$ cat src/verilog/sleep_regs_pkg.sv
/*
  Constants and carrier types for the radio sleep timer register group.
  Assumes a 32-bit APB slave at 20 MHz and one slow oscillator pin.
*/
// Operation
// - The 10-bit fine tick snapshot is read-only and refreshes on each sample trigger write.
// - The low 32 node address bits are read-write and reset to zero.
// - The high node address word holds 16 address bits and the address kind flag at bit 16.
// - One register holds the exchange table start in 31:16 and receive list start in 14:0.
// - External wake requests are ignored while the external wake block bit is one.
// - Read-only bit 15 shows whether the core sits in deep sleep on the slow clock.
// - Writing one to the software wake trigger wakes a sleeping core and self-clears.
// - Writing one to the correction go bit after a wake restarts the time counters.
// - The sleep request bit starts deep sleep and clears on the status falling edge.
// - Deep sleep lasts one slow clock cycle more than the programmed number.
// - The measured sleep count clears at sleep start and counts every slow cycle while the core is asleep or waking.
// - After an external wake the wake interrupt drops after the programmed delay.
// - The wake interrupt rises at the raise lead and falls at the clear lead before expiry.
package sleep_regs_pkg;
  localparam logic [31:0] OFF_FINE   = 32'h4000_0020;
  localparam logic [31:0] OFF_ADDR_L = 32'h4000_0024;
  localparam logic [31:0] OFF_ADDR_H = 32'h4000_0028;
  localparam logic [31:0] OFF_PTRS   = 32'h4000_002C;
  localparam logic [31:0] OFF_CTRL   = 32'h4000_0030;
  localparam logic [31:0] OFF_TARGET = 32'h4000_0034;
  localparam logic [31:0] OFF_MEAS   = 32'h4000_0038;
  localparam logic [31:0] OFF_TIMING = 32'h4000_003C;
  localparam logic [31:0] OFF_SAMPLE = 32'h4000_0070;
  localparam logic [31:0] OFF_STATUS = 32'h4000_0074;
  localparam logic [31:0] OFF_MASK   = 32'h4000_0078;
  localparam logic [31:0] REG_RESET  = 32'h0000_0000;
  localparam int KIND_BIT   = 16;
  localparam int ET_LSB     = 16;
  localparam int BLOCK_BIT  = 31;
  localparam int STAT_BIT   = 15;
  localparam int SOFT_BIT   = 4;
  localparam int CORR_BIT   = 3;
  localparam int SLEEP_BIT  = 2;
  localparam int EXT_LSB    = 21;
  localparam int RAISE_LSB  = 10;
  localparam int SAMPLE_BIT = 0;
  localparam int EV_WAKE    = 0;
  localparam int EV_SLEEP   = 1;
  localparam int NUM_EV     = 2;
  localparam logic [1:0] IRQ_EN_ON = 2'h3;

  typedef enum logic [1:0] {
    ST_AWAKE  = 2'h0,
    ST_ASLEEP = 2'h1,
    ST_WAKING = 2'h3
  } sleep_state_t;

  typedef struct packed {
    logic        kind;
    logic [15:0] high;
    logic [31:0] low;
  } node_addr_t;

  typedef struct packed {
    logic [15:0] exchange_table_start;
    logic [14:0] receive_list_start;
  } list_ptrs_t;
endpackage : sleep_regs_pkg

$ cat src/verilog/radio_sleep_timer_registers.sv
/*
  Register group for the radio core: fine tick snapshot, node address,
  list pointers and the deep sleep sequencer with its wake interrupt.
  Assumes an APB master on clk_i; the slow oscillator and the external
  wake request are asynchronous pins; fine_tick_i comes from clk_i logic.
*/
`timescale 1ns/10ps
`default_nettype none
module radio_sleep_timer_registers
  import sleep_regs_pkg::*;
(
  input  wire logic        clk_i,
  input  wire logic        resetn_i,
  input  wire logic        psel_i,
  input  wire logic        penable_i,
  input  wire logic        pwrite_i,
  input  wire logic [31:0] paddr_i,
  input  wire logic [31:0] pwdata_i,
  output var  logic [31:0] prdata_o,
  output logic             pready_o,
  output logic             pslverr_o,
  input  wire logic        slow_clk_i,
  input  wire logic        ext_wake_i,
  input  wire logic [9:0]  fine_tick_i,
  output var  node_addr_t  node_addr_o,
  output var  list_ptrs_t  list_ptrs_o,
  output var  logic        deep_sleep_o,
  output var  logic        slow_clock_wake_irq_o,
  output var  logic        post_wake_correction_go_o,
  output logic             irq_o
);

  // Register index decode, shared by the read mux and the write strobes.
  function automatic logic [3:0] reg_index(input logic [31:0] a);
    case (a)
      OFF_FINE:   reg_index = 4'h0;
      OFF_ADDR_L: reg_index = 4'h1;
      OFF_ADDR_H: reg_index = 4'h2;
      OFF_PTRS:   reg_index = 4'h3;
      OFF_CTRL:   reg_index = 4'h4;
      OFF_TARGET: reg_index = 4'h5;
      OFF_MEAS:   reg_index = 4'h6;
      OFF_TIMING: reg_index = 4'h7;
      OFF_SAMPLE: reg_index = 4'h8;
      OFF_STATUS: reg_index = 4'h9;
      OFF_MASK:   reg_index = 4'hA;
      default:    reg_index = 4'hF;
    endcase
  endfunction : reg_index

  logic               slow_meta;
  logic               slow_sync;
  logic               slow_prev;
  logic               ext_meta;
  logic               ext_sync;
  logic               tick;
  logic               setup;
  logic               access;
  logic               wr;
  logic [3:0]         idx;
  logic [9:0]         fine_snap;
  logic               ext_block;
  logic               soft_wake;
  logic               corr_pend;
  logic               sleep_on;
  logic [1:0]         irq_en;
  logic [31:0]        target;
  logic [31:0]        measured;
  logic [31:0]        remaining;
  logic [31:0]        timing;
  logic [10:0]        ext_delay;
  logic [10:0]        dly_cnt;
  sleep_state_t       state;
  sleep_state_t       next_state;
  logic               sleeping;
  logic               sleeping_q;
  logic               woke;
  logic               ext_req;
  logic [NUM_EV-1:0]  ev_status;
  logic [NUM_EV-1:0]  ev_mask;
  logic [NUM_EV-1:0]  ev_set;
  logic [31:0]        rd_mux;

  // Two flops on each pin and a third on the slow pin; the first flop is never looked at.
  always_ff @(posedge clk_i or negedge resetn_i) begin
    if (!resetn_i) begin
      slow_meta <= 1'b0;
      slow_sync <= 1'b0;
      slow_prev <= 1'b0;
      ext_meta  <= 1'b0;
      ext_sync  <= 1'b0;
    end else begin
      slow_meta <= slow_clk_i;
      slow_sync <= slow_meta;
      slow_prev <= slow_sync;
      ext_meta  <= ext_wake_i;
      ext_sync  <= ext_meta;
    end
  end

  // One slow cycle is one rising edge seen after synchronisation.
  assign tick      = slow_sync & ~slow_prev;
  assign setup     = psel_i & ~penable_i;
  assign access    = psel_i & penable_i;
  assign wr        = access & pwrite_i;
  assign idx       = reg_index(paddr_i);
  assign ext_delay = timing[31:EXT_LSB];
  assign sleeping  = (state != ST_AWAKE);
  assign ext_req   = ext_sync & ~ext_block;

  // Zero wait states keep the bus simple; read data is latched in setup.
  assign pready_o  = access;
  assign pslverr_o = access & (idx == 4'hF);

  // Read mux; write-one-only control bits read back as zero, except bit 4, which shows the one-cycle software wake flop.
  always_comb begin
    case (idx)
      4'h0: rd_mux = {22'h0, fine_snap};
      4'h1: rd_mux = node_addr_o.low;
      4'h2: rd_mux = {15'h0, node_addr_o.kind, node_addr_o.high};
      4'h3: rd_mux = {list_ptrs_o.exchange_table_start, 1'b0,
                      list_ptrs_o.receive_list_start};
      4'h4: rd_mux = {ext_block, 15'h0, sleeping, 10'h0, soft_wake,
                      2'h0, irq_en};
      4'h5: rd_mux = target;
      4'h6: rd_mux = measured;
      4'h7: rd_mux = timing;
      4'h9: rd_mux = {30'h0, ev_status};
      4'hA: rd_mux = {30'h0, ev_mask};
      default: rd_mux = REG_RESET;
    endcase
  end

  // Read data is a flop loaded during the setup cycle.
  always_ff @(posedge clk_i or negedge resetn_i) begin
    if (!resetn_i) begin
      prdata_o <= REG_RESET;
    end else if (setup && !pwrite_i) begin
      prdata_o <= rd_mux;
    end
  end

  // Snapshot of the fine counter, refreshed by the sample trigger.
  always_ff @(posedge clk_i or negedge resetn_i) begin
    if (!resetn_i) begin
      fine_snap <= 10'h000;
    end else if (wr && idx == 4'h8 && pwdata_i[SAMPLE_BIT]) begin
      fine_snap <= fine_tick_i;
    end
  end

  // Plain read-write configuration words.
  always_ff @(posedge clk_i or negedge resetn_i) begin
    if (!resetn_i) begin
      node_addr_o <= '0;
      list_ptrs_o <= '0;
      target      <= REG_RESET;
      timing      <= REG_RESET;
      ev_mask     <= '0;
      ext_block   <= 1'b0;
      irq_en      <= 2'h0;
    end else if (wr) begin
      case (idx)
        4'h1: node_addr_o.low <= pwdata_i;
        4'h2: begin
          node_addr_o.high <= pwdata_i[15:0];
          node_addr_o.kind <= pwdata_i[KIND_BIT];
        end
        4'h3: begin
          list_ptrs_o.exchange_table_start <= pwdata_i[31:ET_LSB];
          list_ptrs_o.receive_list_start   <= pwdata_i[14:0];
        end
        4'h4: begin
          ext_block <= pwdata_i[BLOCK_BIT];
          irq_en    <= pwdata_i[1:0];
        end
        4'h5: target  <= pwdata_i;
        4'h7: timing  <= pwdata_i;
        4'hA: ev_mask <= pwdata_i[NUM_EV-1:0];
        default: ;
      endcase
    end
  end

  // Sleep request; a write in the same cycle as the fall wins.
  always_ff @(posedge clk_i or negedge resetn_i) begin
    if (!resetn_i) begin
      sleep_on <= 1'b0;
    end else if (wr && idx == 4'h4 && pwdata_i[SLEEP_BIT]) begin
      sleep_on <= 1'b1;
    end else if (sleeping_q && !sleeping) begin
      sleep_on <= 1'b0;
    end
  end

  // Software wake lives one cycle: acted on if asleep, else dropped.
  always_ff @(posedge clk_i or negedge resetn_i) begin
    if (!resetn_i) begin
      soft_wake <= 1'b0;
    end else begin
      soft_wake <= wr && idx == 4'h4 && pwdata_i[SOFT_BIT];
    end
  end

  // Correction only counts after a wake, so a stray write is harmless.
  always_ff @(posedge clk_i or negedge resetn_i) begin
    if (!resetn_i) begin
      corr_pend                 <= 1'b0;
      woke                      <= 1'b0;
      post_wake_correction_go_o <= 1'b0;
    end else begin
      corr_pend <= wr && idx == 4'h4 && pwdata_i[CORR_BIT];
      post_wake_correction_go_o <= corr_pend && woke;
      if (sleeping_q && !sleeping) begin
        woke <= 1'b1;
      end else if (corr_pend) begin
        woke <= 1'b0;
      end
    end
  end

  // Sequencer next state.
  always_comb begin
    next_state = state;
    case (state)
      ST_AWAKE: begin
        if (tick && sleep_on && !sleeping_q) begin
          next_state = ST_ASLEEP;
        end
      end
      ST_ASLEEP: begin
        if (soft_wake) begin
          next_state = ST_AWAKE;
        end else if (ext_req) begin
          next_state = ST_WAKING;
        end else if (tick && remaining == 32'h0) begin
          next_state = ST_AWAKE;
        end
      end
      ST_WAKING: begin
        if (soft_wake || (tick && dly_cnt >= ext_delay)) begin
          next_state = ST_AWAKE;
        end
      end
      default: next_state = ST_AWAKE;
    endcase
  end

  always_ff @(posedge clk_i or negedge resetn_i) begin
    if (!resetn_i) begin
      state      <= ST_AWAKE;
      sleeping_q <= 1'b0;
    end else begin
      state      <= next_state;
      sleeping_q <= sleeping;
    end
  end

  // The status bit mirrors the clock mux select toward the core.
  always_ff @(posedge clk_i or negedge resetn_i) begin
    if (!resetn_i) begin
      deep_sleep_o <= 1'b0;
    end else begin
      deep_sleep_o <= (next_state != ST_AWAKE);
    end
  end

  // Countdown and measured duration, both stepped by slow ticks.
  always_ff @(posedge clk_i or negedge resetn_i) begin
    if (!resetn_i) begin
      remaining <= REG_RESET;
      measured  <= REG_RESET;
    end else if (state == ST_AWAKE && next_state == ST_ASLEEP) begin
      remaining <= target;
      measured  <= REG_RESET;
    end else if (sleeping && tick) begin
      measured <= measured + 32'h1;
      if (remaining != 32'h0) begin
        remaining <= remaining - 32'h1;
      end
    end
  end

  // Delay counter for the external wake interrupt release.
  always_ff @(posedge clk_i or negedge resetn_i) begin
    if (!resetn_i) begin
      dly_cnt <= 11'h000;
    end else if (state != ST_WAKING) begin
      dly_cnt <= 11'h000;
    end else if (tick) begin
      dly_cnt <= dly_cnt + 11'h001;
    end
  end

  // Wake interrupt: raised before expiry or on external wake, released
  // at the clear lead, after the delay, or when the core is awake.
  always_ff @(posedge clk_i or negedge resetn_i) begin
    if (!resetn_i) begin
      slow_clock_wake_irq_o <= 1'b0;
    end else if (next_state == ST_AWAKE) begin
      slow_clock_wake_irq_o <= 1'b0;
    end else if (state == ST_ASLEEP && next_state == ST_WAKING) begin
      slow_clock_wake_irq_o <= (irq_en == IRQ_EN_ON);
    end else if (state == ST_ASLEEP && tick && irq_en == IRQ_EN_ON) begin
      if (remaining == {22'h0, timing[9:0]}) begin
        slow_clock_wake_irq_o <= 1'b0;
      end else if (remaining == {21'h0, timing[20:RAISE_LSB]}) begin
        slow_clock_wake_irq_o <= 1'b1;
      end
    end
  end

  // Sticky events; hardware set beats a same-cycle write-one clear.
  assign ev_set[EV_WAKE]  = sleeping_q && !sleeping;
  assign ev_set[EV_SLEEP] = !sleeping_q && sleeping;

  generate
    for (genvar i = 0; i < NUM_EV; i++) begin : g_ev
      always_ff @(posedge clk_i or negedge resetn_i) begin
        if (!resetn_i) begin
          ev_status[i] <= 1'b0;
        end else if (ev_set[i]) begin
          ev_status[i] <= 1'b1;
        end else if (wr && idx == 4'h9 && pwdata_i[i]) begin
          ev_status[i] <= 1'b0;
        end
      end
    end
  endgenerate

  assign irq_o = |(ev_status & ev_mask);

  a_snap_update: assert property (@(posedge clk_i) disable iff (!resetn_i)
    wr && idx == 4'h8 && pwdata_i[SAMPLE_BIT]
    |=> fine_snap == $past(fine_tick_i))
    else $error("fine snapshot not refreshed");

  a_addr_low: assert property (@(posedge clk_i) disable iff (!resetn_i)
    wr && idx == 4'h1 |=> node_addr_o.low == $past(pwdata_i))
    else $error("address low not stored");

  a_addr_kind: assert property (@(posedge clk_i) disable iff (!resetn_i)
    wr && idx == 4'h2
    |=> node_addr_o.kind == $past(pwdata_i[KIND_BIT]))
    else $error("address kind not stored");

  a_ptr_split: assert property (@(posedge clk_i) disable iff (!resetn_i)
    wr && idx == 4'h3 |=> list_ptrs_o.receive_list_start
    == $past(pwdata_i[14:0]))
    else $error("receive list start not stored");

  a_ext_blocked: assert property (@(posedge clk_i) disable iff (!resetn_i)
    state == ST_ASLEEP && ext_block |=> state != ST_WAKING)
    else $error("blocked external wake acted");

  a_stat_read: assert property (@(posedge clk_i) disable iff (!resetn_i)
    setup && !pwrite_i && idx == 4'h4
    |=> prdata_o[STAT_BIT] == $past(sleeping))
    else $error("sleep status read wrong");

  a_soft_wake: assert property (@(posedge clk_i) disable iff (!resetn_i)
    soft_wake && sleeping |=> state == ST_AWAKE && !soft_wake)
    else $error("software wake ignored");

  a_corr_pulse: assert property (@(posedge clk_i) disable iff (!resetn_i)
    post_wake_correction_go_o |=> !post_wake_correction_go_o && !woke)
    else $error("correction pulse stuck");

  a_sleep_clear: assert property (@(posedge clk_i) disable iff (!resetn_i)
    sleeping_q && !sleeping && !(wr && idx == 4'h4) |=> !sleep_on)
    else $error("sleep request not cleared");

  a_timer_wake: assert property (@(posedge clk_i) disable iff (!resetn_i)
    state == ST_ASLEEP && tick && remaining == 32'h0 && !ext_req
    |=> state == ST_AWAKE ##1 !deep_sleep_o)
    else $error("timer expiry did not wake");

  a_measure: assert property (@(posedge clk_i) disable iff (!resetn_i)
    state == ST_ASLEEP && tick && next_state == ST_ASLEEP
    |=> measured == $past(measured) + 32'h1)
    else $error("measured count did not step");

  a_ext_release: assert property (@(posedge clk_i) disable iff (!resetn_i)
    state == ST_WAKING && tick && dly_cnt >= ext_delay
    |=> !slow_clock_wake_irq_o && state == ST_AWAKE)
    else $error("external wake irq not released");

  a_irq_raise: assert property (@(posedge clk_i) disable iff (!resetn_i)
    state == ST_ASLEEP && next_state == ST_ASLEEP && tick
    && irq_en == IRQ_EN_ON && remaining != {22'h0, timing[9:0]}
    && remaining == {21'h0, timing[20:RAISE_LSB]}
    |=> slow_clock_wake_irq_o)
    else $error("wake irq not raised at lead");

endmodule : radio_sleep_timer_registers
`default_nettype wire

$ cat config.mk
export PLATFORM = sky130hd
export DESIGN_NAME = radio_sleep_timer_registers
export DESIGN_NICKNAME = d
export VERILOG_FILES = /design/src/verilog/sleep_regs_pkg.sv /design/src/verilog/radio_sleep_timer_registers.sv
export SDC_FILE = /design/constraint.sdc
export NUM_CORES = 1
export LEC_CHECK = 0
export ABC_AREA = 1
export BUFFER_PORTS_ARGS = -buffer_cell sky130_fd_sc_hd__buf_2
export CORE_ASPECT_RATIO = 1.1
export CORE_MARGIN = 2
export CORE_UTILIZATION = 35
export DETAILED_ROUTE_END_ITERATION = 10
export PLACE_DENSITY = 0.5
export REMOVE_ABC_BUFFERS = 1
export SYNTH_ARGS = -nofsm -noshare
export SYNTH_HDL_FRONTEND = slang
export SYNTH_SLANG_ARGS = --single-unit
export TNS_END_PERCENT = 30
$ cat constraint.sdc
create_clock -name clk_i -period 4.42 [get_ports clk_i]
set_clock_uncertainty 0.2 [all_clocks]
set_input_delay 0.884 -clock clk_i [delete_from_list [all_inputs] [get_ports clk_i]]
set_output_delay 0.884 -clock clk_i [all_outputs]
set_load 0.01 [all_outputs]
==> summary.txt, run 1 <==
Clock tree
  • Root Driver: clkbuf_16
  • CTS clock-pin slew for the worst setup and hold paths: 60 ps
  • Worst skew pair latency: 570 ps
  • H-tree depth: 1
  • CTS Hold Bufs: 0
  • Clk buf depth: 3
  • Post-CTS setup buffers: 0
  • Post-CTS resize count: 0
  • # clock sinks: about 280
  • CTS Buf Count: 31
  • CTS tree: done

Pwr
  • Comb power frac: 3.2%
  • Leak Pwr: 9.16 nW
  • Switching Share: 22.7%
  • Switch Pwr: 0.00118 W
  • P per Cell Area: about 300 nW/um^2
  • Clock share of power: a little under half
  • Internal cell power: 0.00402 W
  • Sequential share of power: 49.8%
  • Max VDD drop: around 0.00027 V

Global route
  • Largest net degree at the start of global routing: 82
  • Initial antenna violation count: 0
  • Global-route wire length before repair: 75600 um
  • Total grt overflow: 0
  • Vias in the first global route: between 10000 and 15000
  • GRT Total Usage: 21.7%

Setup path
  • Critical Path RT: between 3000 and 4000 ps
  • CP Max Fanout: 12
  • Crit path launch: paddr_i[11]
  • Arrival time worst endpoint: roughly 2200 ps
  • Crit. End Element: output port
  • Worst r2r src: remaining[8]
  • Setup CP Type: in -> out
  • Worst Setup Start Kind: input pin

STA
  • Post-layout minimum cycle time: 3290 ps
  • Total negative slack: 0 ps
  • Final Max Slew Viols: 0
  • Worst-margin pin slew: approximately 800 ps
  • Slew HR: a little under half
  • Fmax: about 0.30 GHz
  • Period utilization: 74.5%
  • RSZ-0062 raised after global routing: no
  • Final setup viols: 0
  • Hold Fails Final Rpt: 0

Yosys
  • Yosys warns: 0
  • Number of synthesized flops with an enable pin: 0
  • Post-synth top area cell: dfrtp_1
  • Register area share after synthesis: a little under half
  • Ys flop type: dfrtp_1
  • Synth area leaders: dfrtp_1 (47%), nand2_1 (17%), nor2_1 (4.8%)
  • Syn_area_per_cell: 7.54 sq um
  • Synth Cell Area: 14900 sq um
  • Seq cells post-synth: between 200 and 300
  • Synth unique cells: 52
  • Post-synthesis instance total: 1980
  • Synth top area share: between 40% and 50%
  • Fraction of registers with async set or reset after synthesis: 100%

Run
  • Max-Cap Viols: 0

Final layout
  • Net count, final: 2256
  • Area growth, synth to finish: 16.4%
  • ANT cells: 0
  • Layout fillers: between 4000 and 5000
  • Fraction of layout cells with a size suffix above 1: 15.6%
  • Final Util: between 40% and 50%

Placed design
  • HPWL Detailed: 35000 um
  • Buffers on Ports: 198
  • Final GP Congestion: 0.854

Routing
  • First-pass iteration count of the detailed router: 5
  • Vias per inst: about 4.9
  • Vias: 13300
  • WL/cell: roughly 17 um
  • Final wirelength: roughly 48000 um
  • ANT nets after route: 0
  • DRT iter0 DRCs: roughly 820
  • DR DRC count: 0

Floorplanning
  • Die Area: about 44000 sq um
  • CORE AREA: 42200 sq um
  • Die Span X: 201 um
  • Initial Util: 35.4%
  • Die Y: 221 um
  • Ports: 199
  • Row count: between 70 and 80

Run status
  • Outcome: complete, no violations

Min path
  • Hold WC Path Type: in -> async
## routing by layer
metal	part of all wire [%]	wire length [um]	global-route usage (%)	vias to the layer above
met5	0	0	0	-
met4	2.4	1160	6.00	0
met3	4.2	1990	2.71	70
met2	46	22200	36.2	308
met1	47	22400	29.8	6315
li1	-	-	-	6652
## cells in the final DEF (no fill, tap or decap), drive strengths merged, types with 5 or more instances in the layout
cell type	synthesis	routed
a22oi	5	5
clkinv	1	7
ha	15	15
clkbuf	13	45
nor2	210	210
inv	200	200
dfrtp	283	283
nand3	111	111
xor2	24	24
o21ai	196	196
a211oi	6	6
o211ai	5	5
nand3b	8	8
buf	57	217
xnor2	13	13
nand2	708	708
mux2	10	10
nand4	25	25
a21oi	27	27
nor3	30	30
## final cells by class
type                       instances  area (sq um)  area share (%)
sequential                       283          7080            40.8
multi-input combinational       1426          6720            38.7
timing repair buffer             217          1180            6.80
clock buffer                      45           858            4.94
inverter                         201           754            4.34
tap                              567           709            4.08
clock inverter                     7          60.1           0.346
## synthesized netlist by cell type, types with 8 or more instances
| library cell | instances |
|---|---|
| a21oi_1 | 27 |
| nand4_1 | 23 |
| nor2_1 | 190 |
| buf_2 | 42 |
| xnor2_1 | 13 |
| dfrtp_1 | 283 |
| nand3b_1 | 8 |
| nand2_2 | 13 |
| xor2_1 | 24 |
| nor3_1 | 22 |
| inv_2 | 15 |
| mux2_2 | 10 |
| nand3_1 | 107 |
| buf_4 | 11 |
| nand2_1 | 694 |
| inv_1 | 185 |
| ha_1 | 15 |
| nor2_2 | 16 |
| clkbuf_1 | 13 |
| o21ai_1 | 108 |
| o21ai_0 | 88 |
## registers in the layout, indices dropped and copies added (netlist names), 2 cells and up
signal and count:
list_ptrs_o 31, measured 32, state 2, target 32, dly_cnt 11, ev_status 2
node_addr_o 49, timing 32, ev_mask 2, irq_en 2, prdata_o 32, fine_snap 10
remaining 32
## logic make-up after synthesis
group	synth area share [%]
AND/OR/NAND/NOR	31.7
multiplexers	0.754
XOR/XNOR	2.17
AO/OA/AOI/OAI	9.10
buffers and inverters	7.59
flip-flops	47.4
adder cells (fa/ha/maj)	1.26
## power by group through the flow
stage | registers, W | logic [W] | clock network (W)
after floorplan | 0.00264 | 0.0000423 | 0
final | 0.00259 | 0.000167 | 0.00244
after CTS | 0.00259 | 0.000173 | 0.00251
after detailed placement | 0.00264 | 0.000173 | 0
after global placement | 0.00264 | 0.000173 | 0
after global routing | 0.00259 | 0.000189 | 0.00261
## critical path, stage by stage
cell,delay [ps]
buf_2,100
nor2_2,160
nand4_4,290
nor2_1,360
nand3b_1,160
nand2_1,80
nor2_1,40
buf_2,130
## stage by stage
step / worst slack, ps / hold WS (ps) / instances / total power, W / instance area, sq um
finish: 1130 / 87.5 / 2746 / 0.00521 / 17400
global route: 973 / 136 / 2746 / 0.00539 / 17400
CTS: 1120 / 112 / 2746 / 0.00528 / 17400
detailed placement: 897 / 136 / 2694 / 0.00281 / 16400
global placement: 930 / 136 / 2694 / 0.00281 / 16400
floorplan: -2350 / 131 / 1910 / 0.00268 / 14500
## path summary, 6_finish.rpt
kind	endpoint	slack [ps]	cells after the start
max in group asynchronous	list_ptrs_o[27]	3030	2
worst max register to register	remaining[29]	1650	9
min in group clk_i	slow_sync	150	0
worst min-delay path	fine_snap[9]	90	1
worst min register to register	slow_sync	150	0
worst max-delay path	pslverr_o	1130	8
Note: power is estimated with default switching activity, not from simulation.
==> run 2: changes to the inputs <==
- ABC_AREA: 1 -> 0
- PLACE_DENSITY: 0.5 -> 0.52
- clock period: 4.42 -> 2.9 ns (I/O delays scaled with it)
==> run 2 against run 1 <==
Flip-flop and latch count stayed put. Global-route usage is 0.18 points higher. Via count is 18% lower. Clock power is 67% higher. Power is 60% higher. Highest routed layer unchanged.
==> summary.txt, run 2 <==
Run status
  • Outcome: complete, no violations

Setup path
  • CP Max Fanout: 8 (-4)
  • Crit path largest cell delay: 420 ps (+60 ps)
  • Critical Path RT: 3090 ps (-250 ps)
  • Crit. End Element: register
  • Critical path's top delay family: simple AND/OR/NAND/NOR gates
  • Arrival time worst endpoint: 3010 ps (+800 ps)
  • WP buf/inv: 2 (unchanged)
  • Worst Setup Start Kind: register
  • CP max stage cell: or3_4
  • Setup CP Type: reg -> reg
  • Crit-path cells: or3_4 -> or3_4 -> or3_4 -> buf_12 -> o21ai_1 -> buf_4 -> a21oi_1 -> a221o_1
  • CP dominant cell by count: or3_4

Placed design
  • Buffers on Ports: 198 (unchanged)
  • Placed insts: 1953 (-28%)
  • HPWL Detailed: 32500 um (-7.0%)
  • Final GP Congestion: 0.879 (+3.0%)

Yosys
  • Synth unique cells: 64 (+23%)
  • Synth Cell Area: 13600 sq um (-9.1%)
  • Number of synthesized flops with an enable pin: 0 (unchanged)
  • Post-synthesis instance total: 1237 (-38%)
  • Yosys warns: 0 (unchanged)
  • Register area share after synthesis: 52.2% (+4.7 points)
  • Synth top area share: 52.2% (+4.7 points)
  • Ys flop type: dfrtp_1
  • Seq cells post-synth: 283 (unchanged)
  • Synth area leaders: dfrtp_1 (52%), mux2_2 (13%), a22oi_1 (3.9%)
  • Most frequent cell after synthesis: dfrtp_1
  • Fraction of registers with async set or reset after synthesis: 100% (unchanged)
  • Syn_area_per_cell: 11.0 sq um (+46%)
  • Top cells by count, synth: dfrtp_1 (283), mux2_2 (159), nand2_1 (126), nor2_1 (82), a22oi_1 (70)
  • Post-synth top area cell: dfrtp_1

Clock tree
  • Root Driver: clkbuf_16
  • CTS tree: done
  • Post-CTS resize count: 0 (unchanged)
  • # clock sinks: 283 (unchanged)
  • CTS Buf Count: 34 (+9.7%)
  • Worst skew pair latency: 520 ps (-50 ps)
  • CTS clock-pin slew for the worst setup and hold paths: 60 ps (about the same)
  • Clk buf depth: 3 (unchanged)
  • H-tree depth: 2 (+1)

Global route
  • GRT Total Usage: 21.8% (+0.18 points)
  • Global-route wire length before repair: 67500 um (-11%)
  • Largest net degree at the start of global routing: 73 (-11%)
  • Vias in the first global route: 11200 (-16%)
  • Total grt overflow: 0 (unchanged)
  • Initial antenna violation count: 0 (unchanged)

Routing
  • First-pass iteration count of the detailed router: 6 (+1)
  • ANT nets after route: 0 (unchanged)
  • Final wirelength: 43200 um (-9.4%)
  • Vias per inst: 5.44 (+12%)
  • WL/cell: 21.5 um (+24%)
  • DRT iter0 DRCs: 742 (-9.7%)
  • DR DRC count: 0 (unchanged)
  • Vias: 10900 (-18%)

STA
  • Final setup viols: 0 (unchanged)
  • RSZ-0062 raised after global routing: no
  • Fmax: between 0.3 and 0.4 GHz
  • Hold Fails Final Rpt: 0 (unchanged)
  • Slew HR: 53.4% (+6.9 points)
  • Worst-margin pin slew: 693 ps (-109 ps)
  • Final Max Slew Viols: 0 (unchanged)
  • Post-layout minimum cycle time: about 2800 ps
  • Period utilization: 97.4%

Pwr
  • P per Cell Area: 493 nW/um^2 (+64%)
  • Internal cell power: 0.00648 W (+61%)
  • Total chip power: 0.00832 W (+60%)
  • Comb power frac: 3.5% (+0.3 points)
  • Sequential share of power: 47.5% (-2.3 points)
  • Max VDD drop: 0.000400 V (+48%)
  • Leak Pwr: 8.19 nW (-11%)
  • Clock share of power: 49.0% (+2.0 points)
  • Switch Pwr: 0.00185 W (+56%)
  • Switching Share: 22.2% (-0.54 points)

Final layout
  • Max reg flops: 49 (unchanged)
  • Fraction of layout cells with a size suffix above 1: 33.4% (+18 points)
  • Net count, final: 1588 (-30%)
  • ANT cells: 0 (unchanged)
  • Final Util: 44.2% (+3.1 points)
  • Non-filler cells, final: 2013 (-27%)
  • Largest reg by FF count: node_addr_o
  • Area growth, synth to finish: 24.4%
  • Most common cell after layout, fill and taps aside: dfrtp_1
  • Most frequent cells in the layout: dfrtp_1 (283), buf_2 (197), mux2_2 (159)

Floorplanning
  • Die Y: 211 um (-4.6%)
  • Die Area: 40400 sq um (-8.9%)
  • Initial Util: 35.5% (+0.17 points)
  • CORE AREA: 38200 sq um (-9.5%)
  • Die Span X: 192 um (-4.6%)
  • Row count: 75 (-5.1%)
  • Ports: 199 (unchanged)

Run
  • Max-Cap Viols: 0 (unchanged)

Min path
  • Hold WC Path Type: in -> reg
==> run 2: cell types whose count changed after synthesis, sizes merged, moves of 36 or more <==
cell / change
nor2: -128
o21ai: -157
inv: -163
mux2: +149
buf: -36
nand2: -582
nand3: -76
a22oi: +65
==> run 2: metal layers <==
| layer | GRT usage, % | wire length, um | part of all wire [%] |
|---|---|---|---|
| met5 | 0 | 0 | 0 |
| met2 | 36.0 | 20900 | 48 |
| met4 | 5.86 | 992 | 2.3 |
| met3 | 3.10 | 1890 | 4.4 |
| met1 | 30.0 | 19400 | 45 |
==> run 2: area by class of cell <==
type / instances / area [sq um]
inverters: 37 / 139
repair buffers: 287 / 1880
clock inverters: 4 / 51.3
fillers: 3672 / 21300
clock buffers: 53 / 993
flip-flops and latches: 283 / 7080
well taps: 500 / 626
multi-input cells: 849 / 6120
==> run 2: timing repair <==
item                      4_1_cts  5_1_grt
hold buffers                    3        0
buffers inserted                0        0
hold endpoints to repair       65        0
==> run 2: stage by stage <==
step	instance area (sq um)	worst slack, ps	hold WS [ps]	TNS, ps
finish	16900	75.6	94.7	0
global route	16900	11.1	85.1	0
CTS	16900	103	74.6	0
detailed placement	15800	84.8	135	0
global placement	15800	94.2	137	0
floorplan	13300	-4030	84.4	-502420
==> run 2: path summary, 6_finish.rpt <==
kind	start	to	slack, ps	depth (start not counted)
max reg2reg	remaining[26]	remaining[11]	80	8
min	fine_tick_i[4]	fine_snap[4]	90	2
min reg2reg	ext_meta	ext_sync	150	0
max in group asynchronous	resetn_i	remaining[10]	1310	3
min in group asynchronous	resetn_i	timing[23]	470	2
max	remaining[26]	remaining[11]	80	8
==> run 2: kinds of logic (layout without fill, tap and decap cells) <==
kind of cell,Yosys count,count (layout),synth area share [%]
AO/OA/AOI/OAI,241,241,12.9
XOR/XNOR,63,63,4.07
adder cells (fa/ha/maj),15,15,1.38
buffers and inverters,105,381,3.09
flip-flops,283,283,52.2
multiplexers,161,161,13.3
AND/OR/NAND/NOR,369,369,13.1
==> run 2: power groups by stage <==
| stage | Combinational [W] | Clock, W | Sequential (W) |
|---|---|---|---|
| floorplan | 0.0000470 | 0 | 0.00403 |
| global placement | 0.000294 | 0 | 0.00403 |
| detailed placement | 0.000294 | 0 | 0.00403 |
| CTS | 0.000299 | 0.00417 | 0.00396 |
| global route | 0.000326 | 0.00434 | 0.00395 |
| finish | 0.000291 | 0.00408 | 0.00396 |
